==> src/design/supervisor_pkg.sv <==
// constants, codes and types of the turn-on and low-battery supervisor
// assumes a 100 MHz pclk and APB register access
package supervisor_pkg;
  // clock and timing
  localparam int CLK_NS     = 10;
  localparam int MS_NS      = 1_000_000;
  localparam int MS_CYC_DEF = MS_NS / CLK_NS;
  localparam int LAMP_MS    = 1000;
  localparam int CODE_MS    = 1000;
  localparam int ADDR_MS    = 1000;
  localparam int LOWON_MS   = 3000;
  localparam int GRACE_MIN  = 3;
  localparam int GRACE_MS   = GRACE_MIN * 60000;
  localparam int CMD_PEN_MS = 1000;
  // reference resistance check
  localparam int REF_NOM_KOHM = 10000;
  localparam int REF_TOL_PCT  = 20;
  localparam int REF_LO = REF_NOM_KOHM * (100 - REF_TOL_PCT) / 100;
  localparam int REF_HI = REF_NOM_KOHM * (100 + REF_TOL_PCT) / 100;
  // calibration
  localparam int CAL_READS = 10;
  // display values and turn-on defaults
  localparam logic [7:0]  CODE_LOWBATT = 8'h27;
  localparam logic [2:0]  DEF_FUNC     = 3'h1;
  localparam logic [2:0]  DEF_RANGE    = 3'h4;
  localparam logic [3:0]  DEF_RES      = 4'h5;
  localparam logic [13:0] DEF_GATE_MS  = 14'h03e8;
  localparam logic [7:0]  DEF_BUS_ADDR = 8'h09;
  // command codes
  localparam logic [3:0] CMD_MEAS  = 4'h0;
  localparam logic [3:0] CMD_MEM_A = 4'h1;
  localparam logic [3:0] CMD_MEM_B = 4'h2;
  localparam logic [3:0] CMD_EVT   = 4'h3;
  localparam logic [3:0] CMD_DTEST = 4'h4;
  localparam logic [3:0] CMD_CLEAR = 4'h5;
  localparam logic [3:0] CMD_RESET = 4'h6;
  localparam logic [3:0] CMD_POLL  = 4'h7;
  localparam logic [3:0] CMD_SLEEP = 4'h8;
  // register offsets
  localparam logic [7:0] OFS_STATUS = 8'h00;
  localparam logic [7:0] OFS_ERR    = 8'h04;
  localparam logic [7:0] OFS_REMAIN = 8'h08;
  localparam logic [7:0] OFS_CAL    = 8'h0c;
  localparam logic [7:0] OFS_CHAN   = 8'h10;
  localparam logic [7:0] OFS_BUSADR = 8'h14;
  localparam logic [7:0] OFS_CALMAP = 8'h18;
  typedef enum logic [3:0] {
    S_BOOT, S_LOWON, S_LAMP, S_CODE, S_ADDR, S_INIT, S_RUN, S_GRACE, S_DOWN
  } state_t;
  typedef enum logic [1:0] {D_BLANK, D_ALL, D_CODE, D_ADDR} disp_t;
endpackage : supervisor_pkg

==> src/design/supervisor.sv <==
// turn-on self-test sequencer, low-battery supervisor and calibration store
// assumes switch and battery pins are asynchronous; test, reading and
// command strobes come from logic on pclk
//
// Our own choices: the register addresses and the APB register port.
module supervisor
  import supervisor_pkg::*;
#(
  parameter int MS_CYC = MS_CYC_DEF,
  parameter int NRANGE = 16
) (
  // clock and reset
  input  wire logic              pclk,
  input  wire logic              presetn,
  // apb slave
  input  wire logic              psel,
  input  wire logic              penable,
  input  wire logic              pwrite,
  input  wire logic [7:0]        paddr,
  input  wire logic [31:0]       pwdata,
  output logic                   pready,
  output logic [31:0]            prdata,
  output logic                   pslverr,
  // asynchronous pins
  input  wire logic              low_batt,
  input  wire logic              line_pwr,
  input  wire logic              pwr_sw,
  input  wire logic              bus_fit,
  input  wire logic              bus_sel,
  input  wire logic              srq_sw,
  input  wire logic              cal_sw_dn,
  input  wire logic [2:0]        mux_card,
  input  wire logic [2:0]        dig_card,
  // self-test engine
  output logic                   st_start,
  input  wire logic              st_done,
  input  wire logic [6:0]        st_fail,
  input  wire logic [15:0]       ref_kohm,
  // host commands
  input  wire logic              cmd_valid,
  input  wire logic [3:0]        cmd_code,
  output logic                   cmd_ack,
  output logic                   cmd_nak,
  // readings
  input  wire logic              rd_valid,
  input  wire logic [3:0]        rd_idx,
  input  wire logic signed [15:0] rd_raw,
  output logic                   corr_valid,
  output logic signed [15:0]     corr_val,
  // display, service and power
  output disp_t                  disp_mode,
  output logic [7:0]             disp_val,
  output logic                   err_led,
  output logic                   srq,
  output logic                   relay_open,
  output logic                   dout_clr,
  output logic                   pwr_down,
  output logic                   wake_en,
  // turn-on measurement setup
  output logic [2:0]             meas_func,
  output logic [2:0]             meas_range,
  output logic                   autorange,
  output logic                   autozero,
  output logic [3:0]             res_code,
  output logic [13:0]            gate_ms,
  output logic [29:0]            scan_list
);
  // parameter range check at elaboration
  if (MS_CYC < 2 || NRANGE < 1 || NRANGE > 16) begin : g_bad_param
    $error("bad parameters");
  end

  // two-stage synchroniser for all pins
  logic [12:0] meta_r, pin_r;
  always_ff @(posedge pclk or negedge presetn) begin
    if (!presetn) begin
      meta_r <= 13'h0000;
      pin_r  <= 13'h0000;
    end else begin
      meta_r <= {low_batt, line_pwr, pwr_sw, bus_fit, bus_sel, srq_sw, cal_sw_dn,
                 mux_card, dig_card};
      pin_r  <= meta_r;
    end
  end
  wire       lb_s = pin_r[12];
  wire       lp_s = pin_r[11];
  wire       ps_s = pin_r[10];
  wire       bf_s = pin_r[9];
  wire       bs_s = pin_r[8];
  wire       sw_s = pin_r[7];
  wire       ce_s = pin_r[6];
  wire [2:0] mx_s = pin_r[5:3];
  wire [2:0] dg_s = pin_r[2:0];

  // millisecond tick
  logic [31:0] cyc_r;
  logic        tick_r;
  always_ff @(posedge pclk or negedge presetn) begin
    if (!presetn) begin
      cyc_r  <= 32'h0;
      tick_r <= 1'b0;
    end else begin
      tick_r <= (cyc_r == 32'(MS_CYC - 1));
      cyc_r  <= (cyc_r == 32'(MS_CYC - 1)) ? 32'h0 : cyc_r + 32'h1;
    end
  end

  // apb access strobes
  logic        pready_r, pslverr_r;
  logic [31:0] prdata_r, rd_nxt;
  wire wr = psel && penable && pready_r && pwrite;

  // self-test result
  logic [7:0] fail_r, err_r;
  logic       done_r;
  logic [2:0] cal_map_r;
  wire ref_bad = (32'(ref_kohm) < 32'(REF_LO)) || (32'(ref_kohm) > 32'(REF_HI));
  wire [7:0] fail_now = {ref_bad, st_fail[6:1], st_fail[0] | (mx_s != cal_map_r)};

  // command qualification
  state_t state_r;
  logic [17:0] tmr_r;
  wire live  = (state_r == S_RUN) || (state_r == S_GRACE);
  wire lockd = (state_r == S_GRACE) && (cmd_code == CMD_MEM_A || cmd_code == CMD_MEM_B ||
                cmd_code == CMD_EVT || cmd_code == CMD_DTEST);
  wire c_ok  = cmd_valid && live && !lockd;
  wire c_clr = c_ok && (cmd_code == CMD_CLEAR || cmd_code == CMD_RESET ||
                        cmd_code == CMD_POLL);
  always_ff @(posedge pclk or negedge presetn) begin
    if (!presetn) begin
      cmd_ack <= 1'b0;
      cmd_nak <= 1'b0;
    end else begin
      cmd_ack <= c_ok;
      cmd_nak <= cmd_valid && !c_ok;
    end
  end

  // turn-on and low-battery sequencer
  wire t_end = (tmr_r == 18'h0);
  wire show_addr = bf_s && bs_s;
  always_ff @(posedge pclk or negedge presetn) begin
    if (!presetn) begin
      state_r <= S_BOOT;
      tmr_r   <= 18'h0;
      done_r  <= 1'b0;
      fail_r  <= 8'h00;
    end else begin
      if (tick_r && !t_end) tmr_r <= tmr_r - 18'h1;
      case (state_r)
        S_BOOT: begin
          // low battery at turn-on skips self-test
          if (tick_r && lb_s) begin
            state_r <= S_LOWON;
            tmr_r   <= 18'(LOWON_MS);
          end else if (tick_r) begin
            state_r <= S_LAMP;
            tmr_r   <= 18'(LAMP_MS);
            done_r  <= 1'b0;
          end
        end
        S_LAMP: begin
          if (st_done && !done_r) begin
            done_r <= 1'b1;
            fail_r <= fail_now;
          end
          // one second lamp test, then code/address
          if (t_end && done_r) begin
            if (|fail_r) begin
              state_r <= S_CODE;
              tmr_r   <= 18'(CODE_MS);
            end else if (show_addr) begin
              state_r <= S_ADDR;
              tmr_r   <= 18'(ADDR_MS);
            end else state_r <= S_INIT;
          end
        end
        S_CODE: begin
          if (t_end && show_addr) begin
            state_r <= S_ADDR;
            tmr_r   <= 18'(ADDR_MS);
          end else if (t_end) state_r <= S_INIT;
        end
        S_ADDR:  if (t_end) state_r <= S_INIT;
        S_INIT:  state_r <= S_RUN;
        S_RUN: begin
          if (lb_s) begin
            state_r <= S_GRACE;
            tmr_r   <= 18'(GRACE_MS);
          end else if (c_ok && cmd_code == CMD_RESET) begin
            state_r <= S_LAMP;
            tmr_r   <= 18'(LAMP_MS);
            done_r  <= 1'b0;
          end
        end
        S_GRACE: begin
          // executed commands eat into the grace time
          if (c_ok) tmr_r <= (tmr_r > 18'(CMD_PEN_MS)) ? tmr_r - 18'(CMD_PEN_MS) : 18'h0;
          // power down at end of grace
          if (t_end) state_r <= S_DOWN;
        end
        S_LOWON: if (t_end) state_r <= S_DOWN;
        default: state_r <= S_DOWN;
      endcase
    end
  end

  // turn-on actions and outputs
  always_ff @(posedge pclk or negedge presetn) begin
    if (!presetn) begin
      st_start   <= 1'b0;
      relay_open <= 1'b0;
      dout_clr   <= 1'b0;
      pwr_down   <= 1'b0;
      meas_func  <= 3'h0;
      meas_range <= 3'h0;
      autorange  <= 1'b0;
      autozero   <= 1'b0;
      res_code   <= 4'h0;
      gate_ms    <= 14'h0;
      scan_list  <= 30'h0;
    end else begin
      st_start <= (state_r == S_BOOT && tick_r && !lb_s) ||
                  (state_r == S_RUN && !lb_s && c_ok && cmd_code == CMD_RESET);
      // open relays on turn-on and on shutdown at end of grace
      relay_open <= (state_r == S_INIT) || (state_r == S_GRACE && t_end);
      dout_clr   <= (state_r == S_INIT);
      if ((state_r == S_GRACE || state_r == S_LOWON) && t_end) pwr_down <= 1'b1;
      if (state_r == S_INIT) begin
        meas_func  <= DEF_FUNC;
        meas_range <= DEF_RANGE;
        autorange  <= 1'b1;
        autozero   <= 1'b1;
        res_code   <= DEF_RES;
        // gate time and ascending scan list
        gate_ms    <= DEF_GATE_MS;
        scan_list  <= {{10{mx_s[2]}}, {10{mx_s[1]}}, {10{mx_s[0]}}};
      end
    end
  end

  // display
  logic [7:0] code_v;
  logic [7:0] bus_addr_r;
  always_comb begin
    code_v = 8'h00;
    for (int i = 7; i >= 0; i--) if (fail_r[i]) code_v = 8'(i);
  end
  always_ff @(posedge pclk or negedge presetn) begin
    if (!presetn) begin
      disp_mode <= D_BLANK;
      disp_val  <= 8'h00;
    end else begin
      disp_mode <= D_BLANK;
      disp_val  <= 8'h00;
      case (state_r)
        S_LAMP:  disp_mode <= D_ALL;
        S_CODE: begin
          disp_mode <= D_CODE;
          disp_val  <= code_v;
        end
        S_ADDR: begin
          disp_mode <= D_ADDR;
          disp_val  <= bus_addr_r;
        end
        S_LOWON: begin
          disp_mode <= D_CODE;
          disp_val  <= CODE_LOWBATT;
        end
        default: ;
      endcase
    end
  end

  // error flags, service request, wake-up
  logic ps_d_r;
  wire  err_w1c = wr && paddr == OFS_ERR;
  wire  lb_enter = (state_r == S_RUN && lb_s) || state_r == S_LOWON;
  always_ff @(posedge pclk or negedge presetn) begin
    if (!presetn) begin
      err_r   <= 8'h00;
      err_led <= 1'b0;
      srq     <= 1'b0;
      wake_en <= 1'b1;
      ps_d_r  <= 1'b0;
    end else begin
      ps_d_r <= ps_s;
      // latched flags, new failure beats a clear
      if (state_r == S_INIT) err_r <= err_r | fail_r;
      else if (err_w1c) err_r <= err_r & ~pwdata[7:0];
      else if (c_clr) err_r <= 8'h00;
      err_led <= (|err_r) || (state_r == S_GRACE) || (state_r == S_LOWON);
      if ((state_r == S_INIT && ((|fail_r) || sw_s)) || (state_r == S_RUN && lb_s))
        srq <= 1'b1;
      else if (c_clr) srq <= 1'b0;
      // wake-up off until charged or line power and switch cycle
      if (lb_enter) wake_en <= 1'b0;
      else if (ps_s && !ps_d_r && (!lb_s || lp_s)) wake_en <= 1'b1;
    end
  end

  // calibration and correction
  logic signed [15:0] cal_mem [NRANGE];
  logic               cal_busy_r;
  logic [3:0]         cal_idx_r, cal_cnt_r;
  logic signed [15:0] cal_tgt_r;
  logic signed [19:0] cal_sum_r;
  wire cal_wr = wr && paddr == OFS_CAL;
  always_ff @(posedge pclk or negedge presetn) begin
    if (!presetn) begin
      cal_busy_r <= 1'b0;
      cal_idx_r  <= 4'h0;
      cal_cnt_r  <= 4'h0;
      cal_tgt_r  <= 16'sh0;
      cal_sum_r  <= 20'sh0;
      cal_map_r  <= 3'h0;
      corr_valid <= 1'b0;
      corr_val   <= 16'sh0;
      for (int i = 0; i < NRANGE; i++) cal_mem[i] <= 16'sh0;
    end else begin
      corr_valid <= rd_valid && !cal_busy_r;
      // stored constant applied to every reading taken outside calibration
      corr_val   <= rd_raw + cal_mem[rd_idx];
      // start only with the enable switch down
      if (cal_wr && ce_s && !cal_busy_r) begin
        cal_busy_r <= 1'b1;
        cal_idx_r  <= pwdata[19:16];
        cal_tgt_r  <= pwdata[15:0];
        cal_cnt_r  <= 4'h0;
        cal_sum_r  <= 20'sh0;
      end else if (cal_busy_r && rd_valid) begin
        cal_sum_r <= cal_sum_r + 20'(rd_raw);
        cal_cnt_r <= cal_cnt_r + 4'h1;
        if (cal_cnt_r == 4'(CAL_READS - 1)) begin
          cal_busy_r         <= 1'b0;
          cal_mem[cal_idx_r] <= cal_tgt_r - 16'((cal_sum_r + 20'(rd_raw)) / 20'sh0000a);
          cal_map_r          <= mx_s;
        end
      end
    end
  end

  // channel address decode
  logic [7:0] chan_r;
  wire  [3:0] slot = chan_r[7:4];
  wire  [3:0] chn  = chan_r[3:0];
  logic       ch_mux, ch_ok;
  always_comb begin
    ch_mux = 1'b0;
    ch_ok  = 1'b0;
    if (slot <= 4'h2) begin
      ch_mux = mx_s[slot[1:0]];
      ch_ok  = ch_mux ? (chn <= 4'h9) : (dg_s[slot[1:0]] && chn <= 4'h7);
    end
  end

  // register file
  always_comb begin
    rd_nxt = 32'h0;
    if (paddr == OFS_STATUS) rd_nxt = {20'h0, cal_busy_r, wake_en, srq, lb_s, 4'(state_r), 4'h0};
    else if (paddr == OFS_ERR) rd_nxt = {24'h0, err_r};
    else if (paddr == OFS_REMAIN) rd_nxt = {14'h0, tmr_r};
    else if (paddr == OFS_CAL) rd_nxt = {12'h0, cal_idx_r, cal_tgt_r};
    else if (paddr == OFS_CHAN) rd_nxt = {22'h0, ch_ok, ch_mux, chan_r};
    else if (paddr == OFS_BUSADR) rd_nxt = {24'h0, bus_addr_r};
    else if (paddr == OFS_CALMAP) rd_nxt = {29'h0, cal_map_r};
  end
  wire mapped = paddr == OFS_STATUS || paddr == OFS_ERR || paddr == OFS_REMAIN ||
                paddr == OFS_CAL || paddr == OFS_CHAN || paddr == OFS_BUSADR ||
                paddr == OFS_CALMAP;
  always_ff @(posedge pclk or negedge presetn) begin
    if (!presetn) begin
      pready_r   <= 1'b0;
      pslverr_r  <= 1'b0;
      prdata_r   <= 32'h0;
      chan_r     <= 8'h00;
      bus_addr_r <= DEF_BUS_ADDR;
    end else begin
      pready_r  <= psel && !penable;
      pslverr_r <= psel && !penable && !mapped;
      if (psel && !penable) prdata_r <= rd_nxt;
      if (wr && paddr == OFS_CHAN) chan_r <= pwdata[7:0];
      if (wr && paddr == OFS_BUSADR) bus_addr_r <= pwdata[7:0];
    end
  end
  assign pready  = pready_r;
  assign pslverr = pslverr_r;
  assign prdata  = prdata_r;
endmodule : supervisor

==> config.mk <==
export PLATFORM = sky130hd
export DESIGN_NAME = supervisor
export DESIGN_NICKNAME = d
export VERILOG_FILES = /design/src/design/supervisor_pkg.sv /design/src/design/supervisor.sv
export SDC_FILE = /design/constraint.sdc
export NUM_CORES = 1
export LEC_CHECK = 0
export ABC_AREA = 0
export BUFFER_PORTS_ARGS = -buffer_cell sky130_fd_sc_hd__buf_2
export CORE_UTILIZATION = 50
export CTS_BUF_LIST = sky130_fd_sc_hd__clkbuf_8
export DETAILED_ROUTE_END_ITERATION = 7
export GPL_TIMING_DRIVEN = 0
export HOLD_SLACK_MARGIN = 0.08
export MAX_ROUTING_LAYER = met4
export PLACE_DENSITY = 0.72
export SLEW_MARGIN = 20
export SYNTH_ARGS = -nofsm -noshare
export SYNTH_HDL_FRONTEND = slang
export SYNTH_SLANG_ARGS = --single-unit
==> constraint.sdc <==
create_clock -name pclk -period 33.7 [get_ports pclk]
set_input_delay 6.74 -clock pclk [delete_from_list [all_inputs] [get_ports pclk]]
set_output_delay 6.74 -clock pclk [all_outputs]
set_load 0.02 [all_outputs]
Word level (Yosys, flattened, before mapping)
Cells that the tools add are included.
{"block": "classes", "addsub": 7, "mul": 0, "div": 1, "magnitude_cmp": 10, "n_eq_ne": 32, "shifts": 0, "mux": 74, "n_bitwise": 7, "reduce_logical": 87}
{"cell": "bitwise mux 256 bit", "count": 1}
{"cell": "2-to-1 mux 18 bit", "count": 11}
{"cell": "2-to-1 mux 32 bit", "count": 4}
{"cell": "case mux 18 bit (5 select lines)", "count": 1}
{"cell": "2-to-1 mux 8 bit", "count": 11}
{"cell": "binary-select mux 16 bit (select 4 bit)", "count": 1}
{"cell": "demux 16 bit (select 4 bit)", "count": 1}
{"cell": "2-to-1 mux 20 bit", "count": 3}
{"cell": "2-to-1 mux 16 bit", "count": 3}
{"cell": "2-to-1 mux 4 bit", "count": 10}
{"cell": "logical AND 1 bit", "count": 38}
{"cell": "adder 32 x 1 -> 32 bit (second input constant)", "count": 1}
{"cell": "== test 32 x 17 -> 1 bit (second input constant)", "count": 1}
{"cell": "== test 4 x 3 -> 1 bit (second input constant)", "count": 8}
{"cell": "case mux 4 bit (7 select lines)", "count": 1}
{"cell": "== test 8 x 5 -> 1 bit (second input constant)", "count": 3}
{"cell": "case mux 8 bit (3 select lines)", "count": 1}
{"cell": "logical OR 1 bit", "count": 22}
{"cell": "adder 20 x 16 -> 20 bit", "count": 1}
{"cell": "divider 20 x 5 -> 20 bit (second input constant)", "count": 1}
{"cell": "greater-than comparator 18 x 10 -> 1 bit (second input constant)", "count": 1}
{"cell": "logical NOT 18 bit", "count": 1}
{"cell": "2-to-1 mux 1 bit", "count": 18}
{"cell": "subtractor 18 x 1 -> 18 bit (second input constant)", "count": 1}
{"cell": "other kinds (43)", "count": 74}
{"block": "totals", "register_bits": 513, "latchBits": 0, "ramBits": 0, "romBits": 0, "out_inout_bits": 126, "elab_cells": 272, "n_memories": 0}

Logic depth before layout (Yosys ltp)
{"block": "logic_depth", "word_depth": 11, "ltp_mapped": 60}

Least setup slack after synthesis
OpenSTA, ideal clock, no wires.
{"block": "synth_timing", "path_kind": "input-to-reg", "from": "input rd_raw[0]", "to": "register cal_mem[79] (netlist name)", "setup_ns": 0.126, "arrival_time_ns": 17.868, "required_ns": 33.574, "setup_slack_ns": 15.706, "path_stages": 57, "path_buffers": 4, "cell_sequence": "ha_1 fa_1 a21o_1 and4_1 or3_1 a221oi_2 and3_1 clkbuf_2 and3_1 a211oi_1 nor3_2 mux2_2 a21o_4 buf_6 a31o_1 or4_4 nor2_2 a22oi_2 [... 21 more ...] o21ai_0 a21oi_1 o21ai_0 a21oi_1 o21bai_1 a21oi_1 o21bai_1 a21oi_1 nor2_1 o21ai_0 nand2b_1 a21oi_1 xnor2_1 and2_1 a21oi_4 buf_2 nand2_1 o32a_1"}
{"block": "synth_between", "elab_chain_len": 4}
{"item": "start, declared", "line": "supervisor.sv:47", "rtl": "input wire logic signed [15:0] rd_raw,"}
{"item": "adder 20 x 16 -> 20 bit", "line": "supervisor.sv:336", "rtl": "cal_mem[cal_idx_r] <= cal_tgt_r - 16'((cal_sum_r + 20'(rd_raw)) / 20'sh0000a);"}
{"item": "divider 20 x 5 -> 20 bit", "line": "supervisor.sv:336"}
{"item": "subtractor 16 bit", "line": "supervisor.sv:336"}
{"item": "bitwise mux 256 bit", "line": "supervisor.sv:336"}
{"item": "end signal, assigned by index", "line": "supervisor.sv:336"}
{"item": "end, declared", "line": "supervisor.sv:303", "rtl": "logic signed [15:0] cal_mem [NRANGE];"}
No other way between the ends.
A chain may end at the register's enable or synchronous reset.

Final worst setup path
{"block": "layout_timing", "from": "input rd_raw[11]", "to": "register cal_mem[95] (netlist name)"}
The elaborated chain is that of the path after synthesis.

==> results.sh <==
export IMPL_path_clk_slew_ns=0.06
export IMPL_ctsRootBufferMaster="clkbuf_8"
export IMPL_wl_met2_mm=39.88
export IMPL_seq_area_frac_synth=0.4291
export IMPL_status="finished, final reports clean"
export IMPL_area_delta_synth_final_pct=14.50
export IMPL_worst_slack_ns=13.58
export IMPL_synthTopCellsByArea="dfrtp_1 (43%), nand2_1 (7.0%), mux4_2 (6.4%)"
export IMPL_ios=234
export IMPL_grt_first_pass_wirelength_mm=133.1
export IMPL_fmax_mhz=49.70
export IMPL_cts_resized=0
export IMPL_synthAdderAreaFrac=0.02831
export IMPL_peakVddDrop_mv=0.1433
export IMPL_rows=86
export IMPL_power_leakage_uw=0.01506
export IMPL_synth_top_area_frac=0.4263
export IMPL_ys_types=119
export IMPL_synth_largest_area_cell="dfrtp_1"
export IMPL_die_w_um=238.9
export IMPL_nets=3356
export IMPL_netSwitchingFraction=0.4440
export IMPL_synth_top_family_by_area="simple AND/OR/NAND/NOR gates"
export IMPL_synth_simple_gate_area_frac=0.1731
export IMPL_clockBufferDepth=3
export IMPL_cp_required_ns=34.27
export IMPL_async_flop_share=1.000
export IMPL_power_share_clock=0.274
export IMPL_drv_cap=0
export IMPL_die_h_um=238.9
export IMPL_fin_crit_ns=20.12
export IMPL_place_area_mm2=0.03021
export IMPL_p_per_area_mw_per_mm2=65.83
export IMPL_synth_edf_count=0
export IMPL_fillers=4782
export IMPL_grt_pass1_vias=23660
export IMPL_port_buffers=191
export IMPL_synth_xor_area_share=0.04276
export IMPL_rsz0062_at_grt="no"
export IMPL_cpMaxStageDelayCell="xor2_1"
export IMPL_antenna_found_initial=3
export IMPL_finalCritPeriodShare=0.5970
export IMPL_path_common_cell="a21oi_1"
export IMPL_crit_fanout=10
export IMPL_synth_yosys_warnings=0
export IMPL_synth_compound_area_share=0.1515
export IMPL_cts_made_buffers=86
export IMPL_drtAntennaViolNets=0
export IMPL_hold_buffers=0
export IMPL_max_stage_delay_ns=0.74
export IMPL_max_slew_margin=0.3003
export IMPL_grt_ovfl_total=0
export IMPL_seq_power_share=0.277
export IMPL_setup_violations=0
export IMPL_muxShareOfSynthArea=0.1248
export IMPL_pwr_share_comb=0.449
export IMPL_drc=0
export IMPL_p_int_uw=1176
export IMPL_pre_cts_slack_ns=13.31
export IMPL_cp_start_kind="primary input"
export IMPL_cts_tree="yes"
export IMPL_synth_most_common_cell="nand2_1"
export IMPL_core_mm2=0.05531
export IMPL_critPathCaptureType="flip-flop"
export IMPL_drive_above_1_share=0.2219
export IMPL_initial_utilization=0.5074
export IMPL_synth_seq_cells=481
export IMPL_viasPerCell=6.046
export IMPL_worst_skew_pair_late_latency_ns=0.70
export IMPL_post_dp_hpwl_mm=63.42
export IMPL_routedWlPerCell_um=21.26
export IMPL_worst_pin_slew_ns=1.042
export IMPL_grt_usage=0.3093
export IMPL_slew_viol_final=0
export IMPL_min_path_type="flip-flop to flip-flop"
export IMPL_synth_main_ff_cell="dfrtp_1"
export IMPL_grt_max_degree=105
export IMPL_fp_dieArea_mm2=0.05708
export IMPL_cts_max_level=3
export IMPL_gp_congestion=0.9644
export IMPL_clkSinkCount=481
export IMPL_vias=24210
export IMPL_path_class="primary input to flip-flop"
export IMPL_routed_top_layer="met4"
export IMPL_drt_initial_drc_count=2276
export IMPL_fin_cells=4004
export IMPL_p_sw_uw=939.1
export IMPL_setup_tns_ns=0
export IMPL_syn_inst=2876
export IMPL_place_inst=3845
export IMPL_hold_violations=0
export IMPL_fin_skew_ns=0.05475
export IMPL_worstPathArrival_ns=20.69
export IMPL_final_area_mm2=0.03213
export IMPL_wl_met1_mm=35.75
export IMPL_firstDrtPassIters=6
export IMPL_wl_mm=85.11
export IMPL_syn_avg_cell_area_um2=9.757
export IMPL_cts_setup_buffers=0
export IMPL_met3_wirelength_mm=6.388
export IMPL_synth_top_cells_by_count="nand2_1 (525), dfrtp_1 (478), nor2_1 (179)"
export IMPL_syn_area_mm2=0.02806
[per-layer routing]
| metal | up-vias | track usage |
|---|---|---|
| met1 | 12100 | 0.4116 |
| li1 | 10880 | - |
| met5 | - | - |
| met2 | 991 | 0.4737 |
| met4 | 0 | 0.1218 |
| met3 | 232 | 0.05069 |
[critical path: cells and delay by family]
family	cells	cell delay, ns
xor+xnor	4	1.18
buf+inv	5	0.92
compound gates	29	7.51
fa+ha+maj	3	0.82
mux	2	0.83
simple gates	13	2.68
[final timing paths]
check	from	endpoint	slack (ns)	cells past startpoint
min	meta_r[11]$_DFF_PN0_	pin_r[11]$_DFF_PN0_	0.34	0
max reg2reg	cal_sum_r[11]$_DFFE_PN0P_	cal_mem[95]$_DFFE_PN0P_	19.43	55
max in group asynchronous	presetn	cal_mem[13]$_DFFE_PN0P_	26.60	3
min in group asynchronous	presetn	cyc_r[30]$_DFF_PN0_	5.90	1
max	rd_raw[11]	cal_mem[95]$_DFFE_PN0P_	13.58	56
min reg2reg	meta_r[11]$_DFF_PN0_	pin_r[11]$_DFF_PN0_	0.34	0
[layout by cell type (no fill, tap or decap), types with 74 or more instances in the layout]
cell type / instances
dfrtp_1: 478
clkbuf_8: 118
nor2_1: 173
xnor2_1: 92
a21oi_1: 137
buf_4: 74
nand2_1: 525
inv_1: 78
o21ai_0: 171
mux4_2: 80
nand3_1: 93
clkbuf_1: 114
mux2_2: 126
buf_2: 207
[state kept, by name, summed over array words and instances, names as in the netlist, 13 cells and up]
name and count:
cyc_r 32, cal_sum_r 20, meta_r 13, tmr_r 18, cal_tgt_r 16, cal_mem 256, pin_r 13, corr_val 16
prdata 20
[layout make-up]
type	instances	area (um2)	area share
clock buffer	118	1624	0.05055
buffer	222	1184	0.03684
multi-input combinational	2137	14740	0.4586
clock inverter	36	231.5	0.007204
inverter	61	229.0	0.007126
timing repair buffer	199	1145	0.03563
antenna	2	5.005	0.0001558
sequential	481	12040	0.3747
tap	748	935.9	0.02913
[power by group through the flow]
stage	Combinational (uW)	Clock, uW	Sequential (uW)
6_report	950	580	585
5_1_grt	1020	611	585
4_1_cts	929	586	585
3_5_place_dp	922	0	596
3_3_place_gp	901	0	596
2_1_floorplan	630	0	597
[per-stage QoR]
| stage | total power [uW] | util | hold WS [ns] |
|---|---|---|---|
| 6_report | 2115 | 0.5809 | 0.3434 |
| 3_3_place_gp | 1496 | 0.5433 | 0.3341 |
| 5_1_grt | 2220 | 0.5809 | 0.3467 |
| 3_5_place_dp | 1517 | 0.5462 | 0.3347 |
| 4_1_cts | 2100 | 0.5798 | 0.3460 |
| 2_1_floorplan | 1227 | - | 0.3312 |
[cell families after synthesis]
| family | Yosys count |
|---|---|
| and+or+nand+nor | 1058 |
| AOI/OAI and AO/OA | 620 |
| DFF | 481 |
| buffers and inverters | 283 |
| muxes | 234 |
| xor gates and xnor gates | 137 |
| adders and majority gates | 62 |
| other | 1 |
No activity file was read; power rests on OpenSTA's default activity.
